`src/rsw_consts.svh`:
```
// rsw_consts.svh - offsets, field positions, reset values and timing counts
// assumes inclusion by the top module and the bench of the reset source and watchdog block
`ifndef RSW_CONSTS_SVH
`define RSW_CONSTS_SVH
// register indices; byte address is four times the index
`define RSC_IDX 10'h0ef
`define WDC_IDX 10'h0ff
// reset_cause_and_force bit positions
`define RSC_PIN 0
`define RSC_POR 1
`define RSC_MCD 2
`define RSC_WDT 3
`define RSC_SW  4
`define RSC_CMP 5
`define RSC_CNV 6
// watchdog_control fields and command bytes
`define WDC_STATUS  4
`define WDC_CMD_BIT 7
`define WDC_RESTART 8'ha5
`define WDC_DIS1    8'hde
`define WDC_DIS2    8'had
`define WDC_LOCK    8'hff
`define WD_INTERVAL_RST 3'h7
`define WD_WINDOW       3'h4
`define WD_WIDTH        21
// timing
`define CLK_PERIOD_NS  10
`define MCD_TIMEOUT_NS 100000
`define PIN_STRETCH    4'hc
`define POR_DRIVE      5'h10
`endif

```
`src/rsw_pkg.sv`:
```
// rsw_pkg.sv - types of the reset source and watchdog block
// assumes nothing beyond the constants header
package rsw_pkg;
  typedef enum logic [1:0] {RUN_ST, HOLD_ST, STRETCH_ST} seq_state_t;

  typedef struct packed {
    seq_state_t  seq;
    logic [3:0]  stretch;
    logic [4:0]  drive;
    logic [6:0]  cause;
    logic        cmp_en;
    logic        cnv_en;
    logic        wd_en;
    logic        wd_lock;
    logic [2:0]  interval;
    logic [2:0]  dis_win;
    logic        pready;
    logic        pslverr;
    logic [31:0] prdata;
    logic        pin_oe;
    logic        pin_out;
    logic        sys_rst;
    logic [1:0]  pin_sync;
    logic [1:0]  cmp_sync;
    logic [1:0]  cnv_sync;
    logic [1:0]  clk_sync;
  } top_state_t;
endpackage

```
`src/missing_clock_monitor.sv`:
```
// missing_clock_monitor.sv - retriggered one-shot on the qualified system clock
// assumes clock_seen is already synchronised and enable is from the same domain
`timescale 1ns/1ps
module missing_clock_monitor #(
  parameter int CYCLES = 10000,
  parameter int W      = $clog2(CYCLES + 1)
) (
  input  wire logic clk,
  input  wire logic rst,
  input  wire logic enable,
  input  wire logic clock_seen,
  output logic      timeout
);
  typedef struct packed {
    logic [W-1:0] idle;
    logic         timeout;
  } mcd_state_t;

  mcd_state_t s;
  mcd_state_t n;
  localparam logic [W-1:0] LAST = W'(CYCLES - 1);

  // every seen edge retriggers; idle count saturates so one pulse per outage
  always_comb begin
    n = s;
    n.timeout = 1'b0;
    if (!enable || clock_seen) begin
      n.idle = '0;
    end else if (s.idle <= LAST) begin
      n.idle = s.idle + W'(1);
      n.timeout = (s.idle == LAST);
    end
  end

  always_ff @(posedge clk) begin
    if (rst) begin
      s <= '0;
    end else begin
      s <= n;
    end
  end

  assign timeout = s.timeout;
endmodule

```
`src/watchdog_timer.sv`:
```
// watchdog_timer.sv - watchdog counter with power-of-four interval
// assumes restart is a one-cycle pulse and run is low during any system reset
`timescale 1ns/1ps
module watchdog_timer #(
  parameter int W = 21
) (
  input  wire logic       clk,
  input  wire logic       rst,
  input  wire logic       run,
  input  wire logic       restart,
  input  wire logic [2:0] interval,
  output logic            overflow
);
  typedef struct packed {
    logic [W-1:0] count;
    logic         overflow;
  } wdt_state_t;

  wdt_state_t s;
  wdt_state_t n;
  logic [4:0]   shift;
  logic [W-1:0] last;

  // interval is 4^(3+code) = 2^(6+2*code) clocks; code 7 needs all 21 bits
  assign shift = 5'h6 + {1'b0, interval, 1'b0};
  assign last  = (W'(1) << shift) - W'(1);

  always_comb begin
    n = s;
    n.overflow = 1'b0;
    if (restart || !run) begin
      n.count = '0;
    end else if (s.count >= last) begin
      n.count = '0;
      n.overflow = 1'b1;
    end else begin
      n.count = s.count + W'(1);
    end
  end

  always_ff @(posedge clk) begin
    if (rst) begin
      s <= '0;
    end else begin
      s <= n;
    end
  end

  assign overflow = s.overflow;
endmodule

```
`src/reset_source_and_watchdog.sv`:
```
// reset_source_and_watchdog.sv - reset cause register, reset sequencer, watchdog control
// assumes an APB master, RST as the power-on reset and a free running CLK_SYS
//
// Contract
// writing software force bit starts internal reset
// clock idle beyond 100 us causes reset
// missing clock flag reads one after its reset
// missing clock resets only when enabled
// internal sources leave reset pin undriven
// enabled low comparator holds reset; flag readback
// enable comparator before its reset enable
// enabled low convert-start level holds reset
// convert-start flag reads one after its reset
// route convert-start before enabling it
// 21-bit watchdog overflow forces reset
// reset leaves watchdog running, interval 111b
// 0xa5 enables and restarts watchdog
// 0xde then 0xad within 4 disables
// 0xff locks out disable until reset
// timeout is four to (3+interval) clocks
// interval written only when bit 7 zero
// watchdog read returns interval low bits
// watchdog read bit 4 shows activity
// power-on force drives pin, flags power-on
// no read-modify-write on reset cause register
// power-on flag cleared by other resets
// stay in reset 12 clocks after pin
// other write between disable bytes abandons it
//
// Design decision made here: register access over APB.
`timescale 1ns/1ps
`include "rsw_consts.svh"
module reset_source_and_watchdog
  import rsw_pkg::*;
#(
  parameter int MCD_CYCLES = `MCD_TIMEOUT_NS / `CLK_PERIOD_NS
) (
  input  wire logic        CLK_SYS,
  input  wire logic        RST,
  input  wire logic        PSEL,
  input  wire logic        PENABLE,
  input  wire logic        PWRITE,
  input  wire logic [11:0] PADDR,
  input  wire logic [31:0] PWDATA,
  output logic      [31:0] PRDATA,
  output logic             PREADY,
  output logic             PSLVERR,
  input  wire logic        RST_N_PIN_IN,
  output logic             RST_N_PIN_OUT,
  output logic             RST_N_PIN_OE,
  input  wire logic        COMPARATOR_OUT,
  input  wire logic        CONVERT_START_INPUT_N,
  input  wire logic        MISSING_CLOCK_ENABLE,
  input  wire logic        SYSCLK_RUNNING,
  output logic             SYS_RESET
);
  top_state_t s;
  top_state_t n;
  logic       setup;
  logic       acc;
  logic       hit_rsc;
  logic       hit_wdc;
  logic       wr_rsc;
  logic       wr_wdc;
  logic [7:0] wbyte;
  logic       run;
  logic       pin_low;
  logic       cmp_low;
  logic       cnv_low;
  logic       wd_ovf;
  logic       mcd_to;
  logic       wd_restart;
  logic       src_por;
  logic       src_sw;
  logic       src_any;
  logic       hold_any;

  // bus decode; a transfer completes when the access phase sees our ready
  assign setup   = PSEL && !PENABLE;
  assign acc     = PSEL && PENABLE && s.pready;
  assign hit_rsc = (PADDR[11:2] == `RSC_IDX);
  assign hit_wdc = (PADDR[11:2] == `WDC_IDX);
  assign wr_rsc  = acc && PWRITE && hit_rsc;
  assign wr_wdc  = acc && PWRITE && hit_wdc;
  assign wbyte   = PWDATA[7:0];

  // reset sources; pin, comparator and convert-start are read from the second synchroniser stage
  assign run      = (s.seq == RUN_ST);
  assign pin_low  = !s.pin_sync[1];
  assign cmp_low  = s.cmp_en && !s.cmp_sync[1];
  assign cnv_low  = s.cnv_en && !s.cnv_sync[1];
  assign src_por  = wr_rsc && wbyte[`RSC_POR];
  assign src_sw   = wr_rsc && wbyte[`RSC_SW];
  assign src_any  = pin_low || src_por || cmp_low || cnv_low || wd_ovf || mcd_to || src_sw;
  // our own pin drive counts as a hold so the echo on the pin is not a new cause
  assign hold_any = pin_low || cmp_low || cnv_low || (s.drive != 5'h00);
  assign wd_restart = wr_wdc && (wbyte == `WDC_RESTART) && !s.sys_rst;

  always_comb begin
    n = s;
    // two-flop synchronisers for levels from outside the clock domain
    n.pin_sync = {s.pin_sync[0], RST_N_PIN_IN};
    n.cmp_sync = {s.cmp_sync[0], COMPARATOR_OUT};
    n.cnv_sync = {s.cnv_sync[0], CONVERT_START_INPUT_N};
    n.clk_sync = {s.clk_sync[0], SYSCLK_RUNNING};

    // zero wait state: ready and read data are registered in the setup cycle
    n.pready  = setup;
    n.pslverr = setup && !(hit_rsc || hit_wdc);
    n.prdata  = 32'h0000_0000;
    if (setup && !PWRITE) begin
      if (hit_rsc) begin
        n.prdata[7:0] = {1'b0, s.cause};
      end else if (hit_wdc) begin
        n.prdata[7:0] = {3'h0, s.wd_en, 1'b0, s.interval};
      end
    end

    // written bits act as forces or enables; read bits are causes, hence no rmw
    if (wr_rsc) begin
      n.cmp_en = wbyte[`RSC_CMP];
      n.cnv_en = wbyte[`RSC_CNV];
    end

    // disable window counts down; any watchdog register write except an unlocked 0xde closes it
    if (s.dis_win != 3'h0) begin
      n.dis_win = s.dis_win - 3'h1;
    end
    if (wr_wdc) begin
      n.dis_win = 3'h0;
      if (!wbyte[`WDC_CMD_BIT]) begin
        n.interval = wbyte[2:0];
      end else if (wbyte == `WDC_RESTART) begin
        n.wd_en = 1'b1;
      end else if (wbyte == `WDC_LOCK) begin
        n.wd_lock = 1'b1;
      end else if (wbyte == `WDC_DIS1 && !s.wd_lock) begin
        n.dis_win = `WD_WINDOW;
      end else if (wbyte == `WDC_DIS2 && !s.wd_lock && s.dis_win != 3'h0) begin
        n.wd_en = 1'b0;
      end
    end

    // power-on pin drive runs down on its own
    if (s.drive != 5'h00) begin
      n.drive = s.drive - 5'h01;
    end

    case (s.seq)
      RUN_ST: begin
        if (src_any) begin
          n.seq = HOLD_ST;
          // one cause recorded, every other flag cleared
          n.cause = 7'h00;
          if (pin_low) begin
            n.cause[`RSC_PIN] = 1'b1;
          end else if (src_por) begin
            n.cause[`RSC_POR] = 1'b1;
            n.drive = `POR_DRIVE;
          end else if (cmp_low) begin
            n.cause[`RSC_CMP] = 1'b1;
          end else if (cnv_low) begin
            n.cause[`RSC_CNV] = 1'b1;
          end else if (wd_ovf) begin
            n.cause[`RSC_WDT] = 1'b1;
          end else if (mcd_to) begin
            n.cause[`RSC_MCD] = 1'b1;
          end else begin
            n.cause[`RSC_SW] = 1'b1;
          end
          // watchdog comes back enabled, unlocked, longest interval
          n.wd_en    = 1'b1;
          n.wd_lock  = 1'b0;
          n.interval = `WD_INTERVAL_RST;
          n.dis_win  = 3'h0;
        end
      end
      HOLD_ST: begin
        if (!hold_any) begin
          n.seq     = STRETCH_ST;
          n.stretch = `PIN_STRETCH;
        end
      end
      STRETCH_ST: begin
        if (hold_any) begin
          n.seq = HOLD_ST;
        end else if (s.stretch == 4'h0) begin
          n.seq = RUN_ST;
        end else begin
          n.stretch = s.stretch - 4'h1;
        end
      end
      default: begin
        n.seq = HOLD_ST;
      end
    endcase

    // only the power-on force drives the pin; all else leaves it alone
    n.pin_oe  = (n.drive != 5'h00);
    n.pin_out = 1'b0;
    n.sys_rst = (n.seq != RUN_ST);
  end

  // power-on reset: held in stretch with the power-on cause
  always_ff @(posedge CLK_SYS) begin
    if (RST) begin
      s          <= '0;
      s.seq      <= STRETCH_ST;
      s.stretch  <= `PIN_STRETCH;
      s.cause    <= 7'h02;
      s.wd_en    <= 1'b1;
      s.interval <= `WD_INTERVAL_RST;
      s.sys_rst  <= 1'b1;
      // synchronisers start at the idle level so release shows no false low
      s.pin_sync <= 2'h3;
      s.cmp_sync <= 2'h3;
      s.cnv_sync <= 2'h3;
      s.clk_sync <= 2'h3;
    end else begin
      s <= n;
    end
  end

  // watchdog only counts while enabled and the device is out of reset
  watchdog_timer #(
    .W (`WD_WIDTH)
  ) u_wdt (
    .clk      (CLK_SYS),
    .rst      (RST),
    .run      (s.wd_en && run),
    .restart  (wd_restart),
    .interval (s.interval),
    .overflow (wd_ovf)
  );

  // the qualified clock is seen as a level; a stopped clock is a missing edge
  missing_clock_monitor #(
    .CYCLES (MCD_CYCLES)
  ) u_mcd (
    .clk        (CLK_SYS),
    .rst        (RST),
    .enable     (MISSING_CLOCK_ENABLE),
    .clock_seen (s.clk_sync[1]),
    .timeout    (mcd_to)
  );

  assign PRDATA        = s.prdata;
  assign PREADY        = s.pready;
  assign PSLVERR       = s.pslverr;
  assign RST_N_PIN_OUT = s.pin_out;
  assign RST_N_PIN_OE  = s.pin_oe;
  assign SYS_RESET     = s.sys_rst;
endmodule

```
`config.mk`:
```
export PLATFORM = sky130hd
export DESIGN_NAME = reset_source_and_watchdog
export DESIGN_NICKNAME = d
export VERILOG_FILES = /design/src/rsw_pkg.sv /design/src/missing_clock_monitor.sv /design/src/watchdog_timer.sv /design/src/reset_source_and_watchdog.sv
export VERILOG_INCLUDE_DIRS = /design/src
export SDC_FILE = /design/constraint.sdc
export NUM_CORES = 1
export LEC_CHECK = 0
export ABC_CLOCK_PERIOD_IN_PS = 4200
export BUFFER_PORTS_ARGS = -buffer_cell sky130_fd_sc_hd__buf_2
export CAP_MARGIN = 25
export CORE_UTILIZATION = 25
export DETAILED_ROUTE_END_ITERATION = 6
export PLACE_DENSITY = 0.52
export SETUP_SLACK_MARGIN = 0.5
export SYNTH_ARGS = -nofsm -noshare
export SYNTH_HDL_FRONTEND = slang
export SYNTH_HIERARCHICAL = 1
export SYNTH_SLANG_ARGS = --single-unit
```
`constraint.sdc`:
```
create_clock -name CLK_SYS -period 4.2 [get_ports CLK_SYS]
set_input_delay 0.84 -clock CLK_SYS [delete_from_list [all_inputs] [get_ports CLK_SYS]]
set_output_delay 0.84 -clock CLK_SYS [all_outputs]
set_load 0.03 [all_outputs]
```
==> flow_metrics.tcl <==
set metrics [dict create \
    core_area_sq_mm 0.0183 \
    post_drt_wl_per_cell_um 12.7 \
    synthArstFlopShare_pct 0 \
    final_util_pct 29.1 \
    end_kind "flop" \
    yosys_warnings 6 \
    pin_count 91 \
    rr_endpoint "u_wdt/s[8]" \
    overflow 0 \
    cts_resized 0 \
    initial_core_util_pct 25.9 \
    critPathTopFamily "simple AND/OR/NAND/NOR gates" \
    post-route-min-period_ps 2690 \
    hold_path.class "reg2reg" \
    maxCapViolCount 0 \
    drtAntennaViolNets 0 \
    cts_hold_buf 0 \
    drtPass1Iterations 4 \
    rsz0062_at_grt "no" \
    dr.max_layer_used "met4" \
    cts_root_buf "clkbuf_16" \
    yosysSeqAreaShare_pct 35.5 \
    synthFlopType "dfxtp_1" \
    max_clock_freq_ghz 0.372 \
    vdd_ir_drop_max_uv 231 \
    fillers 1922 \
    reg2regPathDepth 9 \
    numCtsBuffers 9 \
    place_congestion 0.772 \
    placedInstanceArea_sq_mm 0.00500 \
    min_to "s[1]" \
    rrSetupSlack_ps 1590 \
    p_per_area_mw_per_mm2 410 \
    worstPathRequired_ps 4410 \
    syn_inst 519 \
    final_cell_mix "dfxtp_1 (84), buf_2 (38), nand2_1 (31), conb_1 (31)" \
    r2r-start "s[49]" \
    maxSlewViolCount 0 \
    path_clk_slew_ps 60 \
    p_leak_nw 2.03 \
    routedLengthMet1_mm 4.78 \
    drc 0 \
    viasPerCell 4.70 \
    power_frac_seq_pct 41.2 \
    hold_depth 1 \
    seqCellArea_sq_mm 0.00168 \
    clock_latency_ps 340 \
    drt_iter0_drc 153 \
    worstPathArrival_ps 2900 \
    antenna_found_initial 0 \
    grt_pass1_wl_mm 17.0 \
    synth_seq_cells 84 \
    switching_share_pct 29.2 \
    syn_area_sq_mm 0.00473 \
    hold_viol_final 0 \
    p_int_mw 1.54 \
    tightest_slew_ps 928 \
    grt.total_usage_pct 10.8 \
    cp_cell_sequence "buf_2 > nand4bb_4 > nor4_1 > buf_4 > nand2_1 > nor4b_1 > nor3b_1 > nand4b_2 > buf_4 > nor3_2" \
    critPathLaunchType "input pin" \
    rows 49 \
    path_buf_inv 3 \
    worst_clock_skew_ps 7.64 \
    clock_sinks 84 \
    multiInputGateArea_sq_mm 0.00275 \
    crit_fanout 17 \
    diodes 0 \
    design_area_sq_mm 0.00532 \
    layout-drive-gt1-share_pct 19.7 \
    power_frac_comb_pct 20.4 \
    ctsHtreeMaxLevel 3 \
    synth_edf_count 0 \
    critPathSlowestCell "nor4b_1" \
    die_h_um 140 \
    cpMostUsedCell "buf_4" \
    slowest_delay_ps 330 \
    port-buffer-count 38 \
    final_common_cell "dfxtp_1" \
    wl_met2_mm 4.70 \
    grt_pass1_vias 3547 \
    area_growth_pct 12.5 \
    syn_area_per_cell_sq_um 9.12 \
    period_share_pct 64.0 \
    route.met3.wl_um 381 \
    synth.distinct_cells 69 \
    vias 3693 \
    grt_max_degree 29 \
    clock_path_buffers 2 \
    hp-start "n[1]" \
    die_area_sq_mm 0.0195 \
    p_switching_mw 0.638 \
    final_nets 633 \
    clkPwrFrac_pct 38.4 \
    status "finished clean" \
    setup_viol 0 \
    cts_tree "done" \
    relSlewSlack_pct 37.6 \
    cts_setup_buffers 0 \
    dp_hpwl_mm 7.50 \
    finalSetupTns_ps 0 \
    criticalPathCategory "in2reg" \
    wirelength_mm 9.97 \
    die_x_um 140 \
]
==> synth_stat cells (7+ instances only) <==
cell	number	area share (%)
xnor2_1	14	2.6
and3_1	7	0.93
nor2_1	27	2.1
nand2_1	31	2.5
nor3b_1	7	1.1
nor3_1	11	1.2
nand3_1	21	2.2
inv_1	15	1.2
xor2_1	13	2.4
nor3_2	20	4.2
mux2i_1	7	1.5
or3_1	10	1.3
o21ai_0	25	2.6
nand4_1	19	2.5
and2_1	7	0.93
nand2b_1	7	0.93
or2_2	11	1.5
a21oi_1	20	2.1
clkbuf_1	9	0.71
ha_1	27	7.1
buf_4	33	5.2
dfxtp_1	84	36
==> area by class of cell <==
cell class              count  area share [%]
clock buffers              12            5.01
clock inverters             4            1.03
inverters                  16            1.13
multi-input cells         399            51.7
flip-flops and latches     84            31.6
well taps                 229            5.38
repair buffers             42            4.14
==> power by group through the flow <==
stage               clock, mW  sequential (mW)  combinational [mW]
floorplan                   0            0.921               0.362
global placement            0            0.914               0.431
detailed placement          0            0.915               0.447
CTS                     0.863            0.898               0.449
global route            0.898            0.907               0.501
finish                  0.837            0.899               0.446
==> worst max path at each step <==
stage / depth (start not counted) / from / slack, ps / to
final: 10 / PADDR[10] / 1510 / u_wdt/s[21]
after global placement: 10 / PADDR[10] / 1170 / u_wdt/s[21]
after CTS: 10 / PADDR[10] / 1500 / u_wdt/s[8]
after detailed placement: 10 / PADDR[10] / 1130 / u_wdt/s[20]
after global routing: 10 / PADDR[10] / 1290 / u_wdt/s[21]
after floorplan: 8 / PADDR[10] / 1620 / u_wdt/s[5]
==> cell families (layout without fill, tap and decap cells) <==
kind of cell             count (synthesis)  count (layout)  synth area share, %
XOR/XNOR                                27              27                 5.00
AND/OR/NAND/NOR                        220             220                 29.6
multiplexers                             8               8                 1.72
AO/OA/AOI/OAI                           86              86                 12.2
buffers and inverters                   64              74                 8.52
adder cells (fa/ha/maj)                 27              27                 7.14
flip-flops                              84              84                 35.5
other                                    3              31                0.238
==> metrics by stage <==
step	std cells	setup slack, ps	hold WS, ps	total power [mW]
6_report	786	1510	408	2.18
3_3_place_gp	770	1170	394	1.34
5_1_grt	786	1290	424	2.31
2_1_floorplan	547	1620	389	1.28
4_1_cts	786	1500	408	2.21
3_5_place_dp	770	1130	393	1.36
==> sequential cells by signal, indices dropped and copies added, names as in the netlist <==
name,count
PREADY,1
u_mcd/timeout,1
SYS_RESET,1
u_mcd/s,14
n,4
u_wdt/s,21
s,32
PSLVERR,1
u_wdt/overflow,1
RST_N_PIN_OE,1
PRDATA,7
==> metal layers <==
layer	up-vias	global-route usage, %
met1	1738	13.4
met3	10	2.48
li1	1880	-
met4	0	3.82
met2	65	18.1
met5	-	0
Power figures use the tool's default switching activity.
